<file path="src/rtl/sirq_pkg.sv">
// Constants and types for the serial block interrupt-source logic
// Summary of operation
// RQ1: Receive-level request cannot be cleared while fill exceeds the programmed level.
// RQ2: Receive-not-empty request cannot be cleared while the FIFO holds an entry.
// RQ3: Receive-full request cannot be cleared while the FIFO is full.
// RQ4: Software set writes force chosen request bits as if events occurred.
// RQ5: Receive-level request rises whenever fill count exceeds the programmed level.
// RQ6: Software programs the level between zero and FIFO depth minus one.
// RQ7: Each group has a mask; only masked-in requests reach the interrupt.
// RQ8: Each group offers a masked view equal to request AND mask.
// RQ9: Software clears selected request bits in receive, master and slave groups.
// RQ10: Master group flags SPI done, I2C ACK, I2C NACK and I2C stop.
// RQ11: Master group flags I2C arbitration loss to another master.
// RQ12: Master bus error flags an unexpected start or stop on the bus.
// RQ13: Slave arbitration loss flags driven data differing from observed data.
// RQ14: Slave group flags ACK and NACK received from the master.
// RQ15: Slave write-stop flags stop or restart ending an addressed write.
// RQ16: Slave stop flags stop or restart ending any addressed transfer.
// RQ17: Slave group flags each received start condition.
// RQ18: Slave group flags an own-address match.
// RQ19: Slave group flags a general call address separately.
// RQ20: SPI slave error flags deselect partway through a transfer.
// RQ21: Whole block runs from one dedicated clock input.
// RQ22: All enabled asserted requests OR into one interrupt line.
// RQ23: Writing one clears a request bit; writing zero leaves it.
// RQ24: A hardware event wins over a same-cycle software clear.
package sirq_pkg;

    // Group widths
    localparam int RX_W = 7;
    localparam int MST_W = 6;
    localparam int SLV_W = 10;

    // Receive group bit positions
    localparam int RX_LEVEL_BIT = 0;
    localparam int RX_NONEMPTY_BIT = 2;
    localparam int RX_FULL_BIT = 3;
    localparam int RX_OVERFLOW_BIT = 5;
    localparam int RX_UNDERFLOW_BIT = 6;
    localparam int RX_FRAME_ERR_BIT = 8 - 7;
    localparam int RX_PARITY_ERR_BIT = 4;

    // Master group bit positions
    localparam int MST_SPI_DONE_BIT = 0;
    localparam int MST_ARB_LOST_BIT = 1;
    localparam int MST_NACK_BIT = 2;
    localparam int MST_ACK_BIT = 3;
    localparam int MST_STOP_BIT = 4;
    localparam int MST_BUS_ERR_BIT = 5;

    // Slave group bit positions
    localparam int SLV_ARB_LOST_BIT = 0;
    localparam int SLV_NACK_BIT = 1;
    localparam int SLV_ACK_BIT = 2;
    localparam int SLV_WR_STOP_BIT = 3;
    localparam int SLV_STOP_BIT = 4;
    localparam int SLV_START_BIT = 5;
    localparam int SLV_ADDR_HIT_BIT = 6;
    localparam int SLV_GENCALL_BIT = 7;
    localparam int SLV_BUS_ERR_BIT = 8;
    localparam int SLV_SPI_DESEL_ERR_BIT = 9;

    // Reset values
    localparam logic [RX_W-1:0] RX_REQ_RST = 7'h00;
    localparam logic [RX_W-1:0] RX_MASK_RST = 7'h00;
    localparam logic [MST_W-1:0] MST_REQ_RST = 6'h00;
    localparam logic [MST_W-1:0] MST_MASK_RST = 6'h00;
    localparam logic [SLV_W-1:0] SLV_REQ_RST = 10'h000;
    localparam logic [SLV_W-1:0] SLV_MASK_RST = 10'h000;

    // Default FIFO depth
    localparam int RX_DEPTH_DEF = 8;

    // Slave I2C transfer tracking states
    typedef enum logic [1:0] {
        SIRQ_SLV_IDLE,
        SIRQ_SLV_ADDR,
        SIRQ_SLV_WRITE,
        SIRQ_SLV_READ
    } sirq_slv_state_t;

endpackage

</file>
<file path="src/rtl/sirq_grp_if.sv">
// Interface carrying one request group's control between top and group module
`timescale 1ns/1ps
interface sirq_grp_if #(
    parameter int W = 8
);
    logic [W-1:0] event_set;
    logic [W-1:0] hold_set;
    logic [W-1:0] sw_set;
    logic [W-1:0] sw_clr;
    logic [W-1:0] sw_mask;
    logic sw_mask_we;
    logic [W-1:0] req;
    logic [W-1:0] mask;
    logic [W-1:0] masked;
    logic any;

    modport ctrl (
        output event_set, hold_set, sw_set, sw_clr, sw_mask, sw_mask_we,
        input req, mask, masked, any
    );
    modport grp (
        input event_set, hold_set, sw_set, sw_clr, sw_mask, sw_mask_we,
        output req, mask, masked, any
    );
endinterface

</file>
<file path="src/rtl/sirq_group.sv">
// One interrupt group: request, mask and masked view
`timescale 1ns/1ps
module sirq_group
    import sirq_pkg::*;
#(
    parameter int W = 8,
    parameter logic [W-1:0] REQ_RST = '0,
    parameter logic [W-1:0] MASK_RST = '0
) (
    // Clock and reset
    input wire logic core_clk,
    input wire logic reset,
    // Group control
    sirq_grp_if.grp g
);
    logic [W-1:0] req_r;
    logic [W-1:0] mask_r;

    // Events and held levels win over clear; one clears, zero keeps
    always_ff @(posedge core_clk) begin
        if (reset) begin
            req_r <= REQ_RST;
        end else begin
            req_r <= (req_r & ~g.sw_clr) | g.sw_set | g.event_set | g.hold_set; // RQ4 RQ9 RQ23 RQ24
        end
    end

    always_ff @(posedge core_clk) begin
        if (reset) begin
            mask_r <= MASK_RST;
        end else if (g.sw_mask_we) begin
            mask_r <= g.sw_mask; // RQ7
        end
    end

    assign g.req = req_r;
    assign g.mask = mask_r;
    assign g.masked = req_r & mask_r; // RQ8
    assign g.any = |(req_r & mask_r); // RQ7
endmodule

</file>
<file path="src/rtl/sirq_top.sv">
// Interrupt-source logic for the multi-protocol serial block
`timescale 1ns/1ps
module sirq_top
    import sirq_pkg::*;
#(
    parameter int RX_DEPTH = RX_DEPTH_DEF,
    parameter int CNT_W = $clog2(RX_DEPTH + 1)
) (
    // Single dedicated block clock and reset
    input wire logic core_clk,
    input wire logic reset,

    // Receive FIFO state and events
    input wire logic [CNT_W-1:0] rx_fill_count,
    input wire logic [CNT_W-1:0] rx_level,
    input wire logic rx_overflow_evt,
    input wire logic rx_underflow_evt,
    input wire logic rx_frame_err_evt,
    input wire logic rx_parity_err_evt,

    // SPI master/slave status
    input wire logic spi_mst_done_evt,
    input wire logic spi_slv_active,
    input wire logic spi_slv_select,

    // I2C master events
    input wire logic i2c_mst_active,
    input wire logic i2c_mst_lost_evt,
    input wire logic i2c_mst_ack_evt,
    input wire logic i2c_mst_nack_evt,
    input wire logic i2c_mst_stop_gen_evt,
    input wire logic i2c_mst_expect_cond,

    // I2C slave bus observation
    input wire logic i2c_start_det,
    input wire logic i2c_stop_det,
    input wire logic i2c_slv_expect_cond,
    input wire logic i2c_sda_out,
    input wire logic i2c_sda_oe,
    input wire logic i2c_sda_in,
    input wire logic i2c_sda_sample,
    input wire logic i2c_addr_done,
    input wire logic i2c_addr_own,
    input wire logic i2c_addr_gencall,
    input wire logic i2c_addr_read,
    input wire logic i2c_slv_ack_evt,
    input wire logic i2c_slv_nack_evt,

    // Software access: receive group
    input wire logic [RX_W-1:0] rx_sw_set,
    input wire logic [RX_W-1:0] rx_sw_clr,
    input wire logic [RX_W-1:0] rx_sw_mask,
    input wire logic rx_sw_mask_we,

    // Software access: master group
    input wire logic [MST_W-1:0] mst_sw_set,
    input wire logic [MST_W-1:0] mst_sw_clr,
    input wire logic [MST_W-1:0] mst_sw_mask,
    input wire logic mst_sw_mask_we,

    // Software access: slave group
    input wire logic [SLV_W-1:0] slv_sw_set,
    input wire logic [SLV_W-1:0] slv_sw_clr,
    input wire logic [SLV_W-1:0] slv_sw_mask,
    input wire logic slv_sw_mask_we,

    // Register views
    output logic [RX_W-1:0] rx_req,
    output logic [RX_W-1:0] rx_mask,
    output logic [RX_W-1:0] rx_masked,
    output logic [MST_W-1:0] mst_req,
    output logic [MST_W-1:0] mst_mask,
    output logic [MST_W-1:0] mst_masked,
    output logic [SLV_W-1:0] slv_req,
    output logic [SLV_W-1:0] slv_mask,
    output logic [SLV_W-1:0] slv_masked,

    // Combined interrupt request
    output logic irq
);
    sirq_grp_if #(.W(RX_W)) rx_g ();
    sirq_grp_if #(.W(MST_W)) mst_g ();
    sirq_grp_if #(.W(SLV_W)) slv_g ();

    // Receive level conditions
    logic rx_level_src;
    logic rx_nonempty_src;
    logic rx_full_src;

    assign rx_level_src = rx_fill_count > rx_level; // RQ5 RQ6
    assign rx_nonempty_src = rx_fill_count != '0;
    assign rx_full_src = rx_fill_count == CNT_W'(RX_DEPTH);

    // Receive group wiring
    always_comb begin
        rx_g.hold_set = '0;
        rx_g.hold_set[RX_LEVEL_BIT] = rx_level_src; // RQ1 RQ5
        rx_g.hold_set[RX_NONEMPTY_BIT] = rx_nonempty_src; // RQ2
        rx_g.hold_set[RX_FULL_BIT] = rx_full_src; // RQ3
        rx_g.event_set = '0;
        rx_g.event_set[RX_OVERFLOW_BIT] = rx_overflow_evt;
        rx_g.event_set[RX_UNDERFLOW_BIT] = rx_underflow_evt;
        rx_g.event_set[RX_FRAME_ERR_BIT] = rx_frame_err_evt;
        rx_g.event_set[RX_PARITY_ERR_BIT] = rx_parity_err_evt;
    end
    assign rx_g.sw_set = rx_sw_set; // RQ4
    assign rx_g.sw_clr = rx_sw_clr; // RQ9
    assign rx_g.sw_mask = rx_sw_mask;
    assign rx_g.sw_mask_we = rx_sw_mask_we;

    // Master events
    logic mst_spi_done_src;
    logic mst_arb_lost_src;
    logic mst_nack_src;
    logic mst_ack_src;
    logic mst_stop_src;
    logic mst_bus_err_src;

    assign mst_spi_done_src = spi_mst_done_evt; // RQ10
    assign mst_ack_src = i2c_mst_ack_evt; // RQ10
    assign mst_nack_src = i2c_mst_nack_evt; // RQ10
    assign mst_stop_src = i2c_mst_stop_gen_evt; // RQ10
    assign mst_arb_lost_src = i2c_mst_active & i2c_mst_lost_evt; // RQ11
    // Start or stop seen while the master engine did not expect one
    assign mst_bus_err_src = i2c_mst_active & (i2c_start_det | i2c_stop_det)
                             & ~i2c_mst_expect_cond; // RQ12

    always_comb begin
        mst_g.event_set = '0;
        mst_g.event_set[MST_SPI_DONE_BIT] = mst_spi_done_src;
        mst_g.event_set[MST_ARB_LOST_BIT] = mst_arb_lost_src;
        mst_g.event_set[MST_NACK_BIT] = mst_nack_src;
        mst_g.event_set[MST_ACK_BIT] = mst_ack_src;
        mst_g.event_set[MST_STOP_BIT] = mst_stop_src;
        mst_g.event_set[MST_BUS_ERR_BIT] = mst_bus_err_src;
    end
    assign mst_g.hold_set = '0;
    assign mst_g.sw_set = mst_sw_set; // RQ4
    assign mst_g.sw_clr = mst_sw_clr; // RQ9
    assign mst_g.sw_mask = mst_sw_mask;
    assign mst_g.sw_mask_we = mst_sw_mask_we;

    // Slave transfer tracking: which transfer matched our address
    sirq_slv_state_t slv_state_r;
    sirq_slv_state_t slv_state_nxt;
    logic slv_hit;
    logic slv_end;

    assign slv_hit = i2c_addr_done & (i2c_addr_own | i2c_addr_gencall);
    assign slv_end = i2c_stop_det | i2c_start_det;

    always_comb begin
        slv_state_nxt = slv_state_r;
        case (slv_state_r)
            SIRQ_SLV_IDLE: begin
                if (i2c_start_det) begin
                    slv_state_nxt = SIRQ_SLV_ADDR;
                end
            end
            SIRQ_SLV_ADDR: begin
                if (i2c_stop_det) begin
                    slv_state_nxt = SIRQ_SLV_IDLE;
                end else if (slv_hit) begin
                    slv_state_nxt = i2c_addr_read ? SIRQ_SLV_READ : SIRQ_SLV_WRITE;
                end else if (i2c_addr_done) begin
                    slv_state_nxt = SIRQ_SLV_IDLE;
                end
            end
            SIRQ_SLV_WRITE, SIRQ_SLV_READ: begin
                if (i2c_stop_det) begin
                    slv_state_nxt = SIRQ_SLV_IDLE;
                end else if (i2c_start_det) begin
                    slv_state_nxt = SIRQ_SLV_ADDR;
                end
            end
            default: begin
                slv_state_nxt = SIRQ_SLV_IDLE;
            end
        endcase
    end

    always_ff @(posedge core_clk) begin
        if (reset) begin
            slv_state_r <= SIRQ_SLV_IDLE;
        end else begin
            slv_state_r <= slv_state_nxt;
        end
    end

    // SPI slave: remember an active transfer to catch early deselect
    logic spi_busy_r;
    always_ff @(posedge core_clk) begin
        if (reset) begin
            spi_busy_r <= 1'b0;
        end else begin
            spi_busy_r <= spi_slv_select & spi_slv_active;
        end
    end

    // Slave events
    logic slv_arb_lost_src;
    logic slv_nack_src;
    logic slv_ack_src;
    logic slv_wr_stop_src;
    logic slv_stop_src;
    logic slv_start_src;
    logic slv_addr_hit_src;
    logic slv_gencall_src;
    logic slv_bus_err_src;
    logic slv_spi_desel_err_src;
    logic slv_in_xfer;

    assign slv_in_xfer = (slv_state_r == SIRQ_SLV_WRITE) | (slv_state_r == SIRQ_SLV_READ);
    // Released bus (high) while we drive low counts too
    assign slv_arb_lost_src = i2c_sda_sample & i2c_sda_oe & (i2c_sda_out != i2c_sda_in); // RQ13
    assign slv_ack_src = i2c_slv_ack_evt; // RQ14
    assign slv_nack_src = i2c_slv_nack_evt; // RQ14
    assign slv_wr_stop_src = (slv_state_r == SIRQ_SLV_WRITE) & slv_end; // RQ15
    assign slv_stop_src = slv_in_xfer & slv_end; // RQ16
    assign slv_start_src = i2c_start_det; // RQ17
    assign slv_addr_hit_src = i2c_addr_done & i2c_addr_own; // RQ18
    assign slv_gencall_src = i2c_addr_done & i2c_addr_gencall; // RQ19
    assign slv_bus_err_src = slv_in_xfer & slv_end & ~i2c_slv_expect_cond;
    assign slv_spi_desel_err_src = spi_busy_r & ~spi_slv_select; // RQ20

    always_comb begin
        slv_g.event_set = '0;
        slv_g.event_set[SLV_ARB_LOST_BIT] = slv_arb_lost_src;
        slv_g.event_set[SLV_NACK_BIT] = slv_nack_src;
        slv_g.event_set[SLV_ACK_BIT] = slv_ack_src;
        slv_g.event_set[SLV_WR_STOP_BIT] = slv_wr_stop_src;
        slv_g.event_set[SLV_STOP_BIT] = slv_stop_src;
        slv_g.event_set[SLV_START_BIT] = slv_start_src;
        slv_g.event_set[SLV_ADDR_HIT_BIT] = slv_addr_hit_src;
        slv_g.event_set[SLV_GENCALL_BIT] = slv_gencall_src;
        slv_g.event_set[SLV_BUS_ERR_BIT] = slv_bus_err_src;
        slv_g.event_set[SLV_SPI_DESEL_ERR_BIT] = slv_spi_desel_err_src;
    end
    assign slv_g.hold_set = '0;
    assign slv_g.sw_set = slv_sw_set; // RQ4
    assign slv_g.sw_clr = slv_sw_clr; // RQ9
    assign slv_g.sw_mask = slv_sw_mask;
    assign slv_g.sw_mask_we = slv_sw_mask_we;

    // Group register instances, all on the one block clock
    sirq_group #(.W(RX_W), .REQ_RST(RX_REQ_RST), .MASK_RST(RX_MASK_RST)) u_rx (
        .core_clk(core_clk), // RQ21
        .reset(reset),
        .g(rx_g)
    );
    sirq_group #(.W(MST_W), .REQ_RST(MST_REQ_RST), .MASK_RST(MST_MASK_RST)) u_mst (
        .core_clk(core_clk),
        .reset(reset),
        .g(mst_g)
    );
    sirq_group #(.W(SLV_W), .REQ_RST(SLV_REQ_RST), .MASK_RST(SLV_MASK_RST)) u_slv (
        .core_clk(core_clk),
        .reset(reset),
        .g(slv_g)
    );

    assign rx_req = rx_g.req;
    assign rx_mask = rx_g.mask;
    assign rx_masked = rx_g.masked;
    assign mst_req = mst_g.req;
    assign mst_mask = mst_g.mask;
    assign mst_masked = mst_g.masked;
    assign slv_req = slv_g.req;
    assign slv_mask = slv_g.mask;
    assign slv_masked = slv_g.masked;

    assign irq = rx_g.any | mst_g.any | slv_g.any; // RQ22
endmodule

</file>
<file path="config.mk">
export PLATFORM = sky130hd
export DESIGN_NAME = sirq_top
export DESIGN_NICKNAME = d
export VERILOG_FILES = /design/src/rtl/sirq_pkg.sv /design/src/rtl/sirq_grp_if.sv /design/src/rtl/sirq_group.sv /design/src/rtl/sirq_top.sv
export SDC_FILE = /design/constraint.sdc
export NUM_CORES = 1
export LEC_CHECK = 0
export BUFFER_PORTS_ARGS = -buffer_cell sky130_fd_sc_hd__buf_2
export CORE_ASPECT_RATIO = 0.8
export CORE_MARGIN = 10
export CORE_UTILIZATION = 39
export CTS_CLUSTER_DIAMETER = 150
export CTS_CLUSTER_SIZE = 28
export DETAILED_ROUTE_END_ITERATION = 16
export GPL_ROUTABILITY_DRIVEN = 1
export GPL_TIMING_DRIVEN = 0
export PLACE_DENSITY = 0.81
export SLEW_MARGIN = 20
export SYNTH_ARGS = -nofsm -noshare
export SYNTH_HDL_FRONTEND = slang
export SYNTH_HIERARCHICAL = 1
export SYNTH_SLANG_ARGS = --single-unit
</file>
<file path="constraint.sdc">
create_clock -name core_clk -period 2.2 [get_ports core_clk]
set_clock_uncertainty 0.05 [all_clocks]
set_input_delay 0.33 -clock core_clk [delete_from_list [all_inputs] [get_ports core_clk]]
set_output_delay 0.33 -clock core_clk [all_outputs]
set_load 0.05 [all_outputs]
</file>
==> results.sh <==
export IMPL_track_usage_pct=17.2
export IMPL_ios=178
export IMPL_syn_inst=247
export IMPL_register_area_um2=1010
export IMPL_rsz0062_at_grt="true"
export IMPL_portBuffers=174
export IMPL_end_kind="output pin"
export IMPL_cts_sinks=49
export IMPL_fmax_mhz=375
export IMPL_power_leakage_nw=1.87
export IMPL_clkLatencyLatePin_ns=0.29
export IMPL_pwr_share_clk_pct=27.8
export IMPL_hold_violations=0
export IMPL_swShare_pct=33.2
export IMPL_synthTopCellsByArea="dfxtp_1, mux2i_1, and2_1, a21oi_1, nand2b_1"
export IMPL_power_total_mw=2.25
export IMPL_numCtsBuffers=5
export IMPL_ant_nets=0
export IMPL_place_area_um2=3310
export IMPL_failed_checks="negative setup slack"
export IMPL_synth_seq_area_share_pct=44.3
export IMPL_final_area_um2=3450
export IMPL_grt_max_degree=15
export IMPL_slowest_delay_ns=0.49
export IMPL_syn_area_per_cell_um2=8.96
export IMPL_worstMarginPinSlew_ns=0.762
export IMPL_core_area_um2=5470
export IMPL_final_cell_mix="buf_2, dfxtp_1, nor2_1"
export IMPL_area_delta_synth_final_pct=55.9
export IMPL_cp_data_required_time_ns=1.82
export IMPL_first_global_vias=2617
export IMPL_drive_gt1_share_pct=46.1
export IMPL_synth_seq_cells=49
export IMPL_path_cells="a22o_1, or4_4, or4_4, or3_4, buf_8"
export IMPL_fin_nets=564
export IMPL_antenna_found_initial=0
export IMPL_timing_final_crit_share_pct=121
export IMPL_layout_commonest_cell="buf_2"
export IMPL_root_buffer="clkbuf_8"
export IMPL_diodes=0
export IMPL_hold_buffers=0
export IMPL_rr_worst_depth=4
export IMPL_drc=0
export IMPL_critPathKind="reg -> out"
export IMPL_cp_top_family="simple AND/OR/NAND/NOR gates"
export IMPL_clockBufferDepth=2
export IMPL_cap_viol_max_count=0
export IMPL_crit_slowest_cell="or4_4"
export IMPL_setup_viol_count_final=1
export IMPL_die_area_um2=9100
export IMPL_rows=24
export IMPL_critical_path_max_fanout=2
export IMPL_die_y_um=87.4
export IMPL_ys_warn_count=6
export IMPL_gr_total_overflow=0
export IMPL_cpMostUsedCell="or4_4"
export IMPL_die_x_um=104
export IMPL_combPwrFrac_pct=28.2
export IMPL_vias=2422
export IMPL_via_per_inst=4.56
export IMPL_ys_types=35
export IMPL_finalWeightedCongestion=0.799
export IMPL_worst_path_stages=5
export IMPL_wl_per_cell_um=15.5
export IMPL_p_seq_share_pct=44.0
export IMPL_whs_ns=0.218
export IMPL_syn_area_um2=2210
export IMPL_cp_start_kind="flop"
export IMPL_power_density_nw_per_um2=653
export IMPL_grt_pass1_wl_um=12900
export IMPL_start_util_pct=40.5
export IMPL_status="complete, but fails checks"
export IMPL_wl_um=8230
export IMPL_arrival_ns=2.29
export IMPL_yosysTopAreaCell="dfxtp_1"
export IMPL_switchingPower_mw=0.749
export IMPL_cp_num_buf_inv=1
export IMPL_hold_path_depth=3
export IMPL_multi_input_area_um2=1280
export IMPL_tritoncts="yes"
export IMPL_htree_levels=2
export IMPL_period_minus_slack_ns=2.67
export IMPL_slew_violations=0
export IMPL_intPower_mw=1.50
export IMPL_slew_headroom_pct=49.2
export IMPL_clkTransAtPathRegs_ns=0.09
export IMPL_firstDrtPassIters=4
export IMPL_initialDrtViolationCount=94
export IMPL_ir_worst_vdd_mv=0.365
export IMPL_setup_slack_ns=-0.468
export IMPL_hp_class="in -> reg"
export IMPL_synth_top_area_share_pct=44.3
export IMPL_hpwl_um=6990
export IMPL_nFillCells=515
## through the flow
step / std cells / setup WS [ns] / util, % / setup TNS [ns]
2_1_floorplan: 269 / -0.162 / - / -0.162
3_3_place_gp: 521 / -0.379 / 60.6 / -0.379
3_5_place_dp: 521 / -0.378 / 60.6 / -0.378
4_1_cts: 531 / -0.545 / 63.1 / -0.545
5_1_grt: 531 / -0.510 / 63.1 / -0.510
6_report: 531 / -0.468 / 63.1 / -0.468
## Yosys cell counts, drive strengths merged
library cell,number
a21oi,25
clkbuf,5
a211oi,1
nor2,28
mux2i,23
o2111ai,1
dfxtp,49
nor2b,3
o32a,1
conb,1
o21ai,2
ha,4
and2,26
buf,2
or2b,4
o211ai,1
nor3,23
nor4b,1
nor3b,1
inv,8
a222oi,1
a22o,5
nand2b,19
or2,1
or4,4
or3,1
nand3,1
and3,2
nand2,1
xor2,1
or4b,1
o2bb2ai,1
## repair_timing
action / CTS / global route
setup endpoints to repair: 1 / 1
resized for setup: 5 / 0
pin swaps: 3 / 1
setup buffers: 2 / 0
## state kept, by name, indices dropped and copies added, names as in the netlist
name / flops
slv_state_r: 2
u_slv/g.req: 10
u_slv/g.mask: 10
u_mst/g.req: 6
u_rx/g.mask: 7
spi_busy_r: 1
u_rx/g.req: 7
u_mst/g.mask: 6
## worst register-to-register path: cells and delay by family, from the launching register on
kind | cells | cell delay (ns)
AOI/OAI and AO/OA | 2 | 0.27
and+or+nand+nor | 2 | 0.31
DFF | 1 | 0.36
## cell type report
cell class	count	area share [%]
plain buffers	7	0.835
clock buffers	6	2.10
clock inverters	2	0.980
inverters	8	0.871
multi-input cells	205	37.0
flip-flops and latches	49	29.4
well taps	78	2.83
repair buffers	176	26.0
## final timing paths
path	to	slack, ns	startpoint
worst max-delay path	irq	-0.47	u_slv/g.req[5]$_SDFF_PP0_
worst min-delay path	u_mst/g.mask[5]$_SDFFE_PP0P_	0.22	mst_sw_mask[5]
worst max register to register	u_slv/g.req[3]$_SDFF_PP0_	1.09	slv_state_r[1]$_SDFFE_PP0P_
worst min register to register	u_slv/g.req[8]$_SDFF_PP0_	0.44	u_slv/g.req[8]$_SDFF_PP0_
## per-layer routing
layer  global-route usage [%]  routed length [um]
met1                     18.0                3300
met2                     32.8                4290
met5                        0                   0
met3                     5.92                 560
met4                     3.91                  82
## cells by family (layout without fill, tap and decap cells)
group | after synthesis | after routing | synth area share (%)
and+or+nand+nor | 116 | 116 | 29.3
DFF | 49 | 49 | 44.3
AOI/OAI and AO/OA | 38 | 38 | 10.5
muxes | 23 | 23 | 10.4
buffers and inverters | 15 | 199 | 2.66
adders and majority gates | 4 | 4 | 2.26
other | 1 | 23 | 0.170
xor gates and xnor gates | 1 | 1 | 0.396
## power by group through the flow
stage	registers, mW	logic [mW]	clock network [mW]
global placement	1.01	0.612	0
floorplan	1.19	0.226	0
detailed placement	1.01	0.621	0
global route	1.00	0.680	0.676
finish	0.991	0.636	0.625
CTS	0.991	0.640	0.645
Note: power is estimated with default switching activity, not from simulation.
